===== config.mk =====
export PLATFORM = sky130hd
export DESIGN_NAME = slc_lane_regs
export DESIGN_NICKNAME = d
export VERILOG_FILES = /design/src/slc_pkg.sv /design/src/slc_lane_path.sv /design/src/slc_lane_regs.sv
export SDC_FILE = /design/constraint.sdc
export NUM_CORES = 1
export LEC_CHECK = 0
export BUFFER_PORTS_ARGS = -buffer_cell sky130_fd_sc_hd__buf_2
export CAP_MARGIN = 10
export CORE_MARGIN = 8
export CORE_UTILIZATION = 57
export DETAILED_ROUTE_END_ITERATION = 10
export PLACE_DENSITY = 0.87
export SYNTH_ARGS = -nofsm -noshare
export SYNTH_HDL_FRONTEND = slang
export SYNTH_SLANG_ARGS = --single-unit
export TNS_END_PERCENT = 100

===== constraint.sdc =====
create_clock -name hclk -period 3.2 [get_ports hclk]
set_input_delay 0.32 -clock hclk [delete_from_list [all_inputs] [get_ports hclk]]
set_output_delay 0.32 -clock hclk [all_outputs]
set_load 0.05 [all_outputs]

===== src/slc_pkg.sv =====
// Package: register map, reset values and carriers of the lane config bank
package slc_pkg;
   // Register indices; the byte address is four times the index
   localparam logic [11:0] SLC_IDX_CFW = 12'h592;
   localparam logic [11:0] SLC_IDX_CK0 = 12'h5A0;
   localparam logic [11:0] SLC_IDX_CK1 = 12'h5A1;
   localparam logic [11:0] SLC_IDX_CK2 = 12'h5A2;
   localparam logic [11:0] SLC_IDX_CK3 = 12'h5A3;
   localparam logic [11:0] SLC_IDX_PD = 12'h5B0;
   localparam logic [11:0] SLC_IDX_MAP0 = 12'h5B2;
   localparam logic [11:0] SLC_IDX_MAP1 = 12'h5B3;
   localparam logic [11:0] SLC_IDX_MAP2 = 12'h5B5;
   localparam logic [11:0] SLC_IDX_MAP3 = 12'h5B6;
   localparam logic [11:0] SLC_IDX_INV = 12'h5BF;
   // Field layout
   localparam int SLC_CFW_W = 5;
   localparam int SLC_MAP_W = 3;
   localparam int SLC_LANES = 4;
   localparam logic [7:0] SLC_PD_MASK = 8'h55;
   // Reset values
   localparam logic [7:0] SLC_RST_CK0 = 8'hC3;
   localparam logic [7:0] SLC_RST_CK1 = 8'hC4;
   localparam logic [7:0] SLC_RST_CK2 = 8'hC5;
   localparam logic [7:0] SLC_RST_CK3 = 8'hC6;
   localparam logic [7:0] SLC_RST_PD = 8'h00;
   localparam logic [7:0] SLC_RST_INV = 8'h00;
   localparam logic [2:0] SLC_RST_MAP0 = 3'h0;
   localparam logic [2:0] SLC_RST_MAP1 = 3'h1;
   localparam logic [2:0] SLC_RST_MAP2 = 3'h2;
   localparam logic [2:0] SLC_RST_MAP3 = 3'h3;
   localparam logic [2:0] SLC_MAP_MAX = 3'h3;
   // Bus slave states, Gray coded along the path
   typedef enum logic [1:0] {
      SLC_ST_IDLE = 2'b00,
      SLC_ST_DATA = 2'b01,
      SLC_ST_STALL = 2'b11
   } slc_state_t;
   // Per-lane settings handed to each lane path
   typedef struct packed {
      logic pd;
      logic inv;
      logic [2:0] map;
   } slc_lane_cfg_t;
   // Captured address phase
   typedef struct packed {
      logic wr;
      logic [11:0] idx;
      logic mapped;
   } slc_addr_t;
endpackage : slc_pkg


===== src/slc_lane_path.sv =====
// One physical lane: logical lane select, polarity and power-down
`timescale 1ns/100ps
module slc_lane_path #(
   parameter int W = 8
) (
   input wire logic hclk,
   input wire logic hresetn,
   input wire logic clk_en,
   input wire slc_pkg::slc_lane_cfg_t cfg,
   input wire logic [slc_pkg::SLC_LANES-1:0][W-1:0] logical_data,
   output logic [W-1:0] lane_data_r,
   output logic lane_pd_r
);
   import slc_pkg::*;

   logic [W-1:0] lane_nxt;

   // Reserved codes carry nothing rather than alias a real lane
   always_comb begin
      if (cfg.pd || cfg.map > SLC_MAP_MAX) begin
         lane_nxt = '0;
      end else begin
         lane_nxt = logical_data[cfg.map[1:0]] ^ {W{cfg.inv}};
      end
   end

   // Only this lane's settings reach this lane's flops
   always_ff @(posedge hclk or negedge hresetn) begin
      if (!hresetn) begin
         lane_data_r <= '0;
         lane_pd_r <= 1'b0;
      end else if (clk_en) begin
         lane_data_r <= lane_nxt;
         lane_pd_r <= cfg.pd;
      end
   end

   property p_lane_inv;
      @(posedge hclk) disable iff (!hresetn)
      (clk_en && !cfg.pd && cfg.map <= SLC_MAP_MAX && cfg.inv)
         |=> (lane_data_r == ~$past(logical_data[cfg.map[1:0]]));
   endproperty
   a_lane_inv: assert property (p_lane_inv)
      else $error("inverted lane data wrong");

   property p_lane_pd;
      @(posedge hclk) disable iff (!hresetn)
      (clk_en && cfg.pd) |=> (lane_data_r == '0 && lane_pd_r);
   endproperty
   a_lane_pd: assert property (p_lane_pd)
      else $error("powered-down lane still carries data");
endmodule : slc_lane_path


===== src/slc_lane_regs.sv =====
// Top: lane config and status register bank on AHB-Lite with lane paths
//
// Added by the designer: the AHB-Lite interface to the registers.
`timescale 1ns/100ps
module slc_lane_regs #(
   parameter int W = 8,
   parameter int NPARAM = 13
) (
   input wire logic hclk,
   input wire logic hresetn,
   input wire logic clk_en,
   input wire logic hsel,
   input wire logic [31:0] haddr,
   input wire logic [1:0] htrans,
   input wire logic hwrite,
   input wire logic [2:0] hsize,
   input wire logic [31:0] hwdata,
   input wire logic hready,
   output logic hreadyout,
   output logic hresp,
   output logic [31:0] hrdata,
   input wire logic [slc_pkg::SLC_CFW_W-1:0] ctrl_words_per_frame,
   input wire logic [NPARAM-1:0][7:0] link_cfg_octets,
   input wire logic [slc_pkg::SLC_LANES-1:0][W-1:0] logical_lane_data,
   output logic [W-1:0] serial_out_lane_zero,
   output logic [W-1:0] serial_out_lane_one,
   output logic [W-1:0] serial_out_lane_two,
   output logic [W-1:0] serial_out_lane_three,
   output logic [slc_pkg::SLC_LANES-1:0] lane_powered_down
);
   import slc_pkg::*;

   // Sum of the octets shared by every lane, modulo 256
   function automatic logic [7:0] shared_sum(
      input logic [NPARAM-1:0][7:0] oct);
      logic [7:0] s;
      s = 8'h00;
      for (int i = 0; i < NPARAM; i++) begin
         s = s + oct[i];
      end
      return s;
   endfunction : shared_sum

   // Index decode, shared by the address and read paths
   function automatic logic idx_mapped(input logic [11:0] idx);
      case (idx)
         SLC_IDX_CFW, SLC_IDX_CK0, SLC_IDX_CK1, SLC_IDX_CK2,
         SLC_IDX_CK3, SLC_IDX_PD, SLC_IDX_MAP0, SLC_IDX_MAP1,
         SLC_IDX_MAP2, SLC_IDX_MAP3, SLC_IDX_INV: idx_mapped = 1'b1;
         default: idx_mapped = 1'b0;
      endcase
   endfunction : idx_mapped

   slc_state_t state_r;
   slc_state_t state_nxt;
   slc_addr_t ap_r;
   slc_addr_t ap_nxt;
   logic take;
   logic wr_do;
   logic rd_now;
   logic [SLC_CFW_W-1:0] cfw_r;
   logic [7:0] pd_r;
   logic [7:0] inv_r;
   logic [SLC_LANES-1:0][SLC_MAP_W-1:0] map_r;
   logic [SLC_LANES-1:0][7:0] ck_r;
   logic [SLC_LANES-1:0][7:0] ck_nxt;
   logic [7:0] base_sum;
   logic [31:0] rd_val;
   logic [11:0] rd_idx;
   logic first_r;
   slc_lane_cfg_t lane_cfg [SLC_LANES];
   logic [SLC_LANES-1:0][W-1:0] lane_out;

   // Address phase accepted when selected, NONSEQ or SEQ (htrans[1] set) and bus ready
   assign take = hsel && htrans[1] && hready;
   assign ap_nxt = '{wr: hwrite, idx: haddr[13:2],
                     mapped: idx_mapped(haddr[13:2]) && haddr[31:14] == '0};
   // Write lands at the end of its data phase
   assign wr_do = clk_en && state_r == SLC_ST_DATA && ap_r.wr && ap_r.mapped;
   // A read arriving alongside a write data phase stalls one cycle so
   // that it returns the freshly written value
   assign rd_now = take && !hwrite && !(state_r == SLC_ST_DATA && ap_r.wr);

   // Bus sequencing
   always_comb begin
      case (state_r)
         SLC_ST_IDLE: state_nxt = take ? SLC_ST_DATA : SLC_ST_IDLE;
         SLC_ST_DATA: begin
            if (take && !rd_now && !hwrite) begin
               state_nxt = SLC_ST_STALL;
            end else begin
               state_nxt = take ? SLC_ST_DATA : SLC_ST_IDLE;
            end
         end
         SLC_ST_STALL: state_nxt = SLC_ST_DATA;
         default: state_nxt = SLC_ST_IDLE;
      endcase
   end

   always_ff @(posedge hclk or negedge hresetn) begin
      if (!hresetn) begin
         state_r <= SLC_ST_IDLE;
         ap_r <= '0;
      end else if (clk_en) begin
         state_r <= state_nxt;
         if (take) begin
            ap_r <= ap_nxt;
         end
      end
   end

   // Wait state only during the deferred read; response always OKAY
   always_ff @(posedge hclk or negedge hresetn) begin
      if (!hresetn) begin
         hreadyout <= 1'b1;
         hresp <= 1'b0;
      end else if (clk_en) begin
         hreadyout <= state_nxt != SLC_ST_STALL;
         hresp <= 1'b0;
      end
   end

   // Read mux over current register state; unmapped reads return zero
   assign rd_idx = (state_r == SLC_ST_STALL) ? ap_r.idx : haddr[13:2];
   always_comb begin
      rd_val = 32'h0000_0000;
      case (rd_idx)
         SLC_IDX_CFW: rd_val[SLC_CFW_W-1:0] = cfw_r;
         SLC_IDX_CK0: rd_val[7:0] = ck_r[0];
         SLC_IDX_CK1: rd_val[7:0] = ck_r[1];
         SLC_IDX_CK2: rd_val[7:0] = ck_r[2];
         SLC_IDX_CK3: rd_val[7:0] = ck_r[3];
         SLC_IDX_PD: rd_val[7:0] = pd_r & SLC_PD_MASK;
         SLC_IDX_MAP0: rd_val[SLC_MAP_W-1:0] = map_r[0];
         SLC_IDX_MAP1: rd_val[SLC_MAP_W-1:0] = map_r[1];
         SLC_IDX_MAP2: rd_val[SLC_MAP_W-1:0] = map_r[2];
         SLC_IDX_MAP3: rd_val[SLC_MAP_W-1:0] = map_r[3];
         SLC_IDX_INV: rd_val[7:0] = inv_r;
         default: rd_val = 32'h0000_0000;
      endcase
      // A deferred read keeps the decode of its own address phase
      if (state_r == SLC_ST_STALL ? !ap_r.mapped : haddr[31:14] != '0) begin
         rd_val = 32'h0000_0000;
      end
   end

   // Read data is loaded for the data phase and held otherwise
   always_ff @(posedge hclk or negedge hresetn) begin
      if (!hresetn) begin
         hrdata <= 32'h0000_0000;
      end else if (clk_en && (rd_now || state_r == SLC_ST_STALL)) begin
         hrdata <= rd_val;
      end
   end

   // Control words per frame mirrors the link setting; not writable
   always_ff @(posedge hclk or negedge hresetn) begin
      if (!hresetn) begin
         cfw_r <= '0;
      end else if (clk_en) begin
         cfw_r <= ctrl_words_per_frame;
      end
   end

   // Power-down and polarity; only even power-down bits are stored
   always_ff @(posedge hclk or negedge hresetn) begin
      if (!hresetn) begin
         pd_r <= SLC_RST_PD;
         inv_r <= SLC_RST_INV;
      end else if (wr_do) begin
         if (ap_r.idx == SLC_IDX_PD) begin
            pd_r <= hwdata[7:0] & SLC_PD_MASK;
         end
         if (ap_r.idx == SLC_IDX_INV) begin
            inv_r <= hwdata[7:0];
         end
      end
   end

   // Lane assignment, identity after reset; each field has its own index
   always_ff @(posedge hclk or negedge hresetn) begin
      if (!hresetn) begin
         map_r[0] <= SLC_RST_MAP0;
         map_r[1] <= SLC_RST_MAP1;
         map_r[2] <= SLC_RST_MAP2;
         map_r[3] <= SLC_RST_MAP3;
      end else if (wr_do) begin
         case (ap_r.idx)
            SLC_IDX_MAP0: map_r[0] <= hwdata[SLC_MAP_W-1:0];
            SLC_IDX_MAP1: map_r[1] <= hwdata[SLC_MAP_W-1:0];
            SLC_IDX_MAP2: map_r[2] <= hwdata[SLC_MAP_W-1:0];
            SLC_IDX_MAP3: map_r[3] <= hwdata[SLC_MAP_W-1:0];
            default: map_r <= map_r;
         endcase
      end
   end

   // Checksum per lane: shared octets plus that lane's logical lane id
   assign base_sum = shared_sum(link_cfg_octets);
   always_comb begin
      for (int n = 0; n < SLC_LANES; n++) begin
         ck_nxt[n] = base_sum + {5'h00, map_r[n]};
      end
   end

   // Reset values stand until the first enabled cycle recomputes them
   always_ff @(posedge hclk or negedge hresetn) begin
      if (!hresetn) begin
         ck_r[0] <= SLC_RST_CK0;
         ck_r[1] <= SLC_RST_CK1;
         ck_r[2] <= SLC_RST_CK2;
         ck_r[3] <= SLC_RST_CK3;
      end else if (clk_en) begin
         ck_r <= ck_nxt;
      end
   end

   // One lane path per physical lane
   for (genvar g = 0; g < SLC_LANES; g++) begin : g_lane
      assign lane_cfg[g] = '{pd: pd_r[2*g], inv: inv_r[2*g], map: map_r[g]};
      slc_lane_path #(
         .W(W)
      ) u_path (
         .hclk(hclk),
         .hresetn(hresetn),
         .clk_en(clk_en),
         .cfg(lane_cfg[g]),
         .logical_data(logical_lane_data),
         .lane_data_r(lane_out[g]),
         .lane_pd_r(lane_powered_down[g])
      );

      property p_ck_sum;
         @(posedge hclk) disable iff (!hresetn)
         clk_en |=> ck_r[g] == 8'($past(base_sum) + $past(map_r[g]));
      endproperty
      a_ck_sum: assert property (p_ck_sum)
         else $error("lane checksum not sum mod 256");
   end

   assign serial_out_lane_zero = lane_out[0];
   assign serial_out_lane_one = lane_out[1];
   assign serial_out_lane_two = lane_out[2];
   assign serial_out_lane_three = lane_out[3];

   // Marks the first cycle after reset release for the checks below
   always_ff @(posedge hclk or negedge hresetn) begin
      if (!hresetn) begin
         first_r <= 1'b1;
      end else begin
         first_r <= 1'b0;
      end
   end

   property p_cfw_read;
      @(posedge hclk) disable iff (!hresetn)
      (rd_now && clk_en && haddr == {18'h0, SLC_IDX_CFW, 2'b00})
         |=> (hrdata[31:5] == '0 && hrdata[4:0] == $past(cfw_r));
   endproperty
   a_cfw_read: assert property (p_cfw_read)
      else $error("control word count read wrong");

   property p_ck_reset;
      @(posedge hclk) disable iff (!hresetn)
      first_r |-> ck_r == {SLC_RST_CK3, SLC_RST_CK2, SLC_RST_CK1,
                           SLC_RST_CK0};
   endproperty
   a_ck_reset: assert property (p_ck_reset)
      else $error("checksum reset values wrong");

   property p_pd_odd;
      @(posedge hclk) disable iff (!hresetn)
      (pd_r & ~SLC_PD_MASK) == 8'h00 && lane_powered_down ==
         {pd_r[6], pd_r[4], pd_r[2], pd_r[0]} || $changed(pd_r);
   endproperty
   a_pd_odd: assert property (p_pd_odd)
      else $error("power-down odd bits set or lane flag stale");

   property p_map_write;
      @(posedge hclk) disable iff (!hresetn)
      (wr_do && ap_r.idx == SLC_IDX_MAP2)
         |=> map_r[2] == $past(hwdata[2:0]);
   endproperty
   a_map_write: assert property (p_map_write)
      else $error("lane assignment write lost");

   property p_map_reset;
      @(posedge hclk) disable iff (!hresetn)
      first_r |-> map_r == {SLC_RST_MAP3, SLC_RST_MAP2, SLC_RST_MAP1,
                            SLC_RST_MAP0};
   endproperty
   a_map_reset: assert property (p_map_reset)
      else $error("lane assignment not identity after reset");

   property p_map_isolate;
      @(posedge hclk) disable iff (!hresetn)
      (wr_do && ap_r.idx == SLC_IDX_MAP0) |=> $stable(map_r[3:1]);
   endproperty
   a_map_isolate: assert property (p_map_isolate)
      else $error("lane 0 write disturbed another lane");

   property p_read_ready;
      @(posedge hclk) disable iff (!hresetn)
      (clk_en && state_r == SLC_ST_STALL) |=> hreadyout ##0
         hrdata == $past(rd_val);
   endproperty
   a_read_ready: assert property (p_read_ready)
      else $error("deferred read not completed in one cycle");
endmodule : slc_lane_regs


==> metrics.cfg <==
[clock_network]
clock_path_buffers=2
tritoncts=yes
cts_root_buf=clkbuf_16
clk_latency_ns=0.43
cts_inserted_buffers=17
path_clk_slew_ns=0.06
cts_max_level=4
clock-sinks=122

[floorplanning]
die_height_um=146
die_width_um=146
core_area_um2=16500
rows=47
start_util=0.581
die_area_um2=21200
io_pins=286

[place]
dp_cells=1283
io_buffers=230
gp_congestion=0.869
pre_cts_ws_ns=-1.64
hpwl_mm=20.2

[min_path]
hold_path_class=in -> reg

[cells_and_area]
fin_nets=1403
layout_commonest_cell=buf_2
final_cell_mix=buf_2, dfrtp_1, inv_1, fa_1, xnor2_1
drive_gt1_frac=0.441
n_antenna_cell=0
finalNonFillerCells=1324
area_delta_synth_final_pct=25.2
fillers=1070
fin_util=0.727

[global_route]
antenna_found_initial=0
grt-ovfl-total=0
grt_pass1_vias=9051
grtUsageTotal=0.270
grt_max_degree=74
grt_pass1_wl_mm=45.6

[synthesis]
yosys_warnings=0
synth_enable_flop_cells=0
postSynthAreaPerCell_um2=11.3
synthCells=848
synth_cell_types=64
ys_seq_elements=122
synthFlopType=dfrtp_1
syn_area_um2=9600
yosysSeqAreaShare=0.321
async_flop_share=1.00

[status]
violations=negative setup slack
status=finished, violations left

[power_and_ir_drop]
intPower_w=0.0107
switchingPower_w=0.00808
p_seq_frac=0.121
vdd_ir_drop_max_uv=2450
p_leak_nw=5.69
clkPwrFrac=0.103
pwr-share-comb=0.776
power_density_nw_per_um2=1560
p_sw_frac=0.431

[worst_setup_path]
end_kind=register
path_delay_family=adder cells
start_kind=input pin
cp.arrival_ns=4.77
reg2reg_slack_ns=0.48
critPathRequiredTime_ns=3.53
critPathMaxStageDelay_ns=0.55
crit_chain=buf_2 -> fa_1 -> inv_2 -> fa_1 -> inv_2 -> fa_1 -> fa_1 -> inv_2 -> fa_1 -> inv_2 -> ha_4 -> fa_2 -> a21o_1 -> a21oi_2 -> xnor2_2 -> nand4_1 -> nor2_1 -> xnor2_1 -> a21oi_1
path_max_fanout=3
cpMostUsedCell=fa_1
path_class=in -> reg
critPathBufInv=5
critPathSlowestCell=fa_1

[timing]
setup_ws_ns=-1.24
rsz0062_at_grt=yes
setup_viol=27
fin_skew_ns=0.00831
worst_slew_pin_slew_ns=1.03
tns_ns=-25.23
finalCritPeriodShare=1.39
hold_viol_final=0
layout_min_cycle_time_ns=4.44
slew_headroom=0.314
drv_slew=0
max_freq_mhz=225

[detailed_routing]
wl_per_cell_um=21.6
firstDrtPassIters=5
vias_per_cell=5.99
ant_nets=0
routed_wirelength_mm=28.6
vias=7933
drc=0
first_iter_violations=818

[job]
cap_violations=0

path summary, 6_finish.rpt:
kind                                                 startpoint                               to  depth (start not counted)
worst max-delay path                        link_cfg_octets[50]                         ck_r[31]                         19
worst min-delay path                    ctrl_words_per_frame[3]                         cfw_r[3]                          2
worst max register to register                       state_r[1]                        hrdata[3]                          7
worst min register to register  g_lane[1].u_path.lane_data_r[3]  g_lane[1].u_path.lane_data_r[3]                          1
max in group asynchronous                               hresetn                      lane_cfg[0]                          3
min in group asynchronous                               hresetn                          ap_r[6]                          2
kinds of logic after synthesis:
family,count (synthesis),share of synthesized area
buf+inv,182,0.0870
other cells,1,0.000391
flops,122,0.321
xor+xnor,83,0.0780
simple gates,141,0.0789
mux,101,0.157
compound gates,122,0.0958
fa+ha+maj,96,0.182
worst reg2reg max path, cell delays in order (launching register included):
cell      delay, ns
dfrtp_1        0.57
and2_4         0.31
mux2i_4        0.42
a21o_1         0.39
nor2b_1        0.21
a222oi_1       0.39
nand2_1        0.11
a22o_1         0.22
area by class of cell:
class	instances	area (um2)	area share
inverter	112	420	0.0350
timing repair buffer	270	1540	0.128
tap	220	275	0.0229
clock inverter	13	145	0.0121
multi-input combinational	568	6120	0.509
clock buffer	19	443	0.0369
sequential	122	3080	0.256
power groups by stage:
stage	clock network, W	registers, W	logic, W
after global routing	0.00201	0.00229	0.0154
after floorplan	0	0.00231	0.00842
after CTS	0.00194	0.00225	0.0132
final	0.00193	0.00227	0.0145
after detailed placement	0	0.00226	0.0118
after global placement	0	0.00225	0.0111
Yosys cell counts, types with 7 or more instances:
library cell,number,share of area
mux2_2,65,0.076
o2bb2ai_1,33,0.030
nor2_1,39,0.015
nand2b_1,8,0.0052
inv_1,111,0.043
nand2_1,26,0.010
clkbuf_1,22,0.0086
a22o_1,10,0.0091
ha_1,23,0.030
dfstp_2,20,0.055
buf_1,7,0.0027
fa_1,73,0.15
dfrtp_1,102,0.27
buf_2,7,0.0037
and2_1,9,0.0059
xnor2_1,75,0.068
a21o_1,12,0.0094
nand3_1,17,0.0089
buf_4,30,0.023
mux4_2,32,0.075
a22oi_1,11,0.0086
a21oi_1,28,0.015
metrics by stage:
step | hold slack, ns | power, W | cell area [um2]
after global placement | 0.393 | 0.0134 | 11200
after global routing | 0.120 | 0.0197 | 12000
after floorplan | 0.0244 | 0.0107 | 9940
after detailed placement | 0.395 | 0.0140 | 11200
final | 0.129 | 0.0187 | 12000
after CTS | 0.115 | 0.0174 | 11900
registers in the layout, summed over array words and instances (netlist names):
| signal | count |
|---|---|
| state_r | 2 |
| g_lane.u_path.lane_pd_r | 4 |
| inv_r | 8 |
| cfw_r | 5 |
| hreadyout | 1 |
| ck_r | 32 |
| lane_cfg | 12 |
| hrdata | 8 |
| g_lane.u_path.lane_data_r | 32 |
| ap_r | 14 |
| pd_r | 4 |
repair_timing:
item | CTS | global route
buffers inserted | 6 | 2
gates cloned | 0 | 0
hold buffers | 1 | 0
setup endpoints to repair | 28 | 28
hold endpoints to repair | 33 | 0
pin swaps | 14 | 12
resized for setup | 23 | 21
per-layer routing:
layer / global-route usage / part of all wire / vias to the layer above
met5: 0 / 0 / -
met4: 0.172 / 0.052 / 0
met3: 0.0765 / 0.080 / 135
met2: 0.488 / 0.54 / 496
met1: 0.267 / 0.33 / 3962
li1: - / - / 3340
No activity file was read; power rests on OpenSTA's default activity.
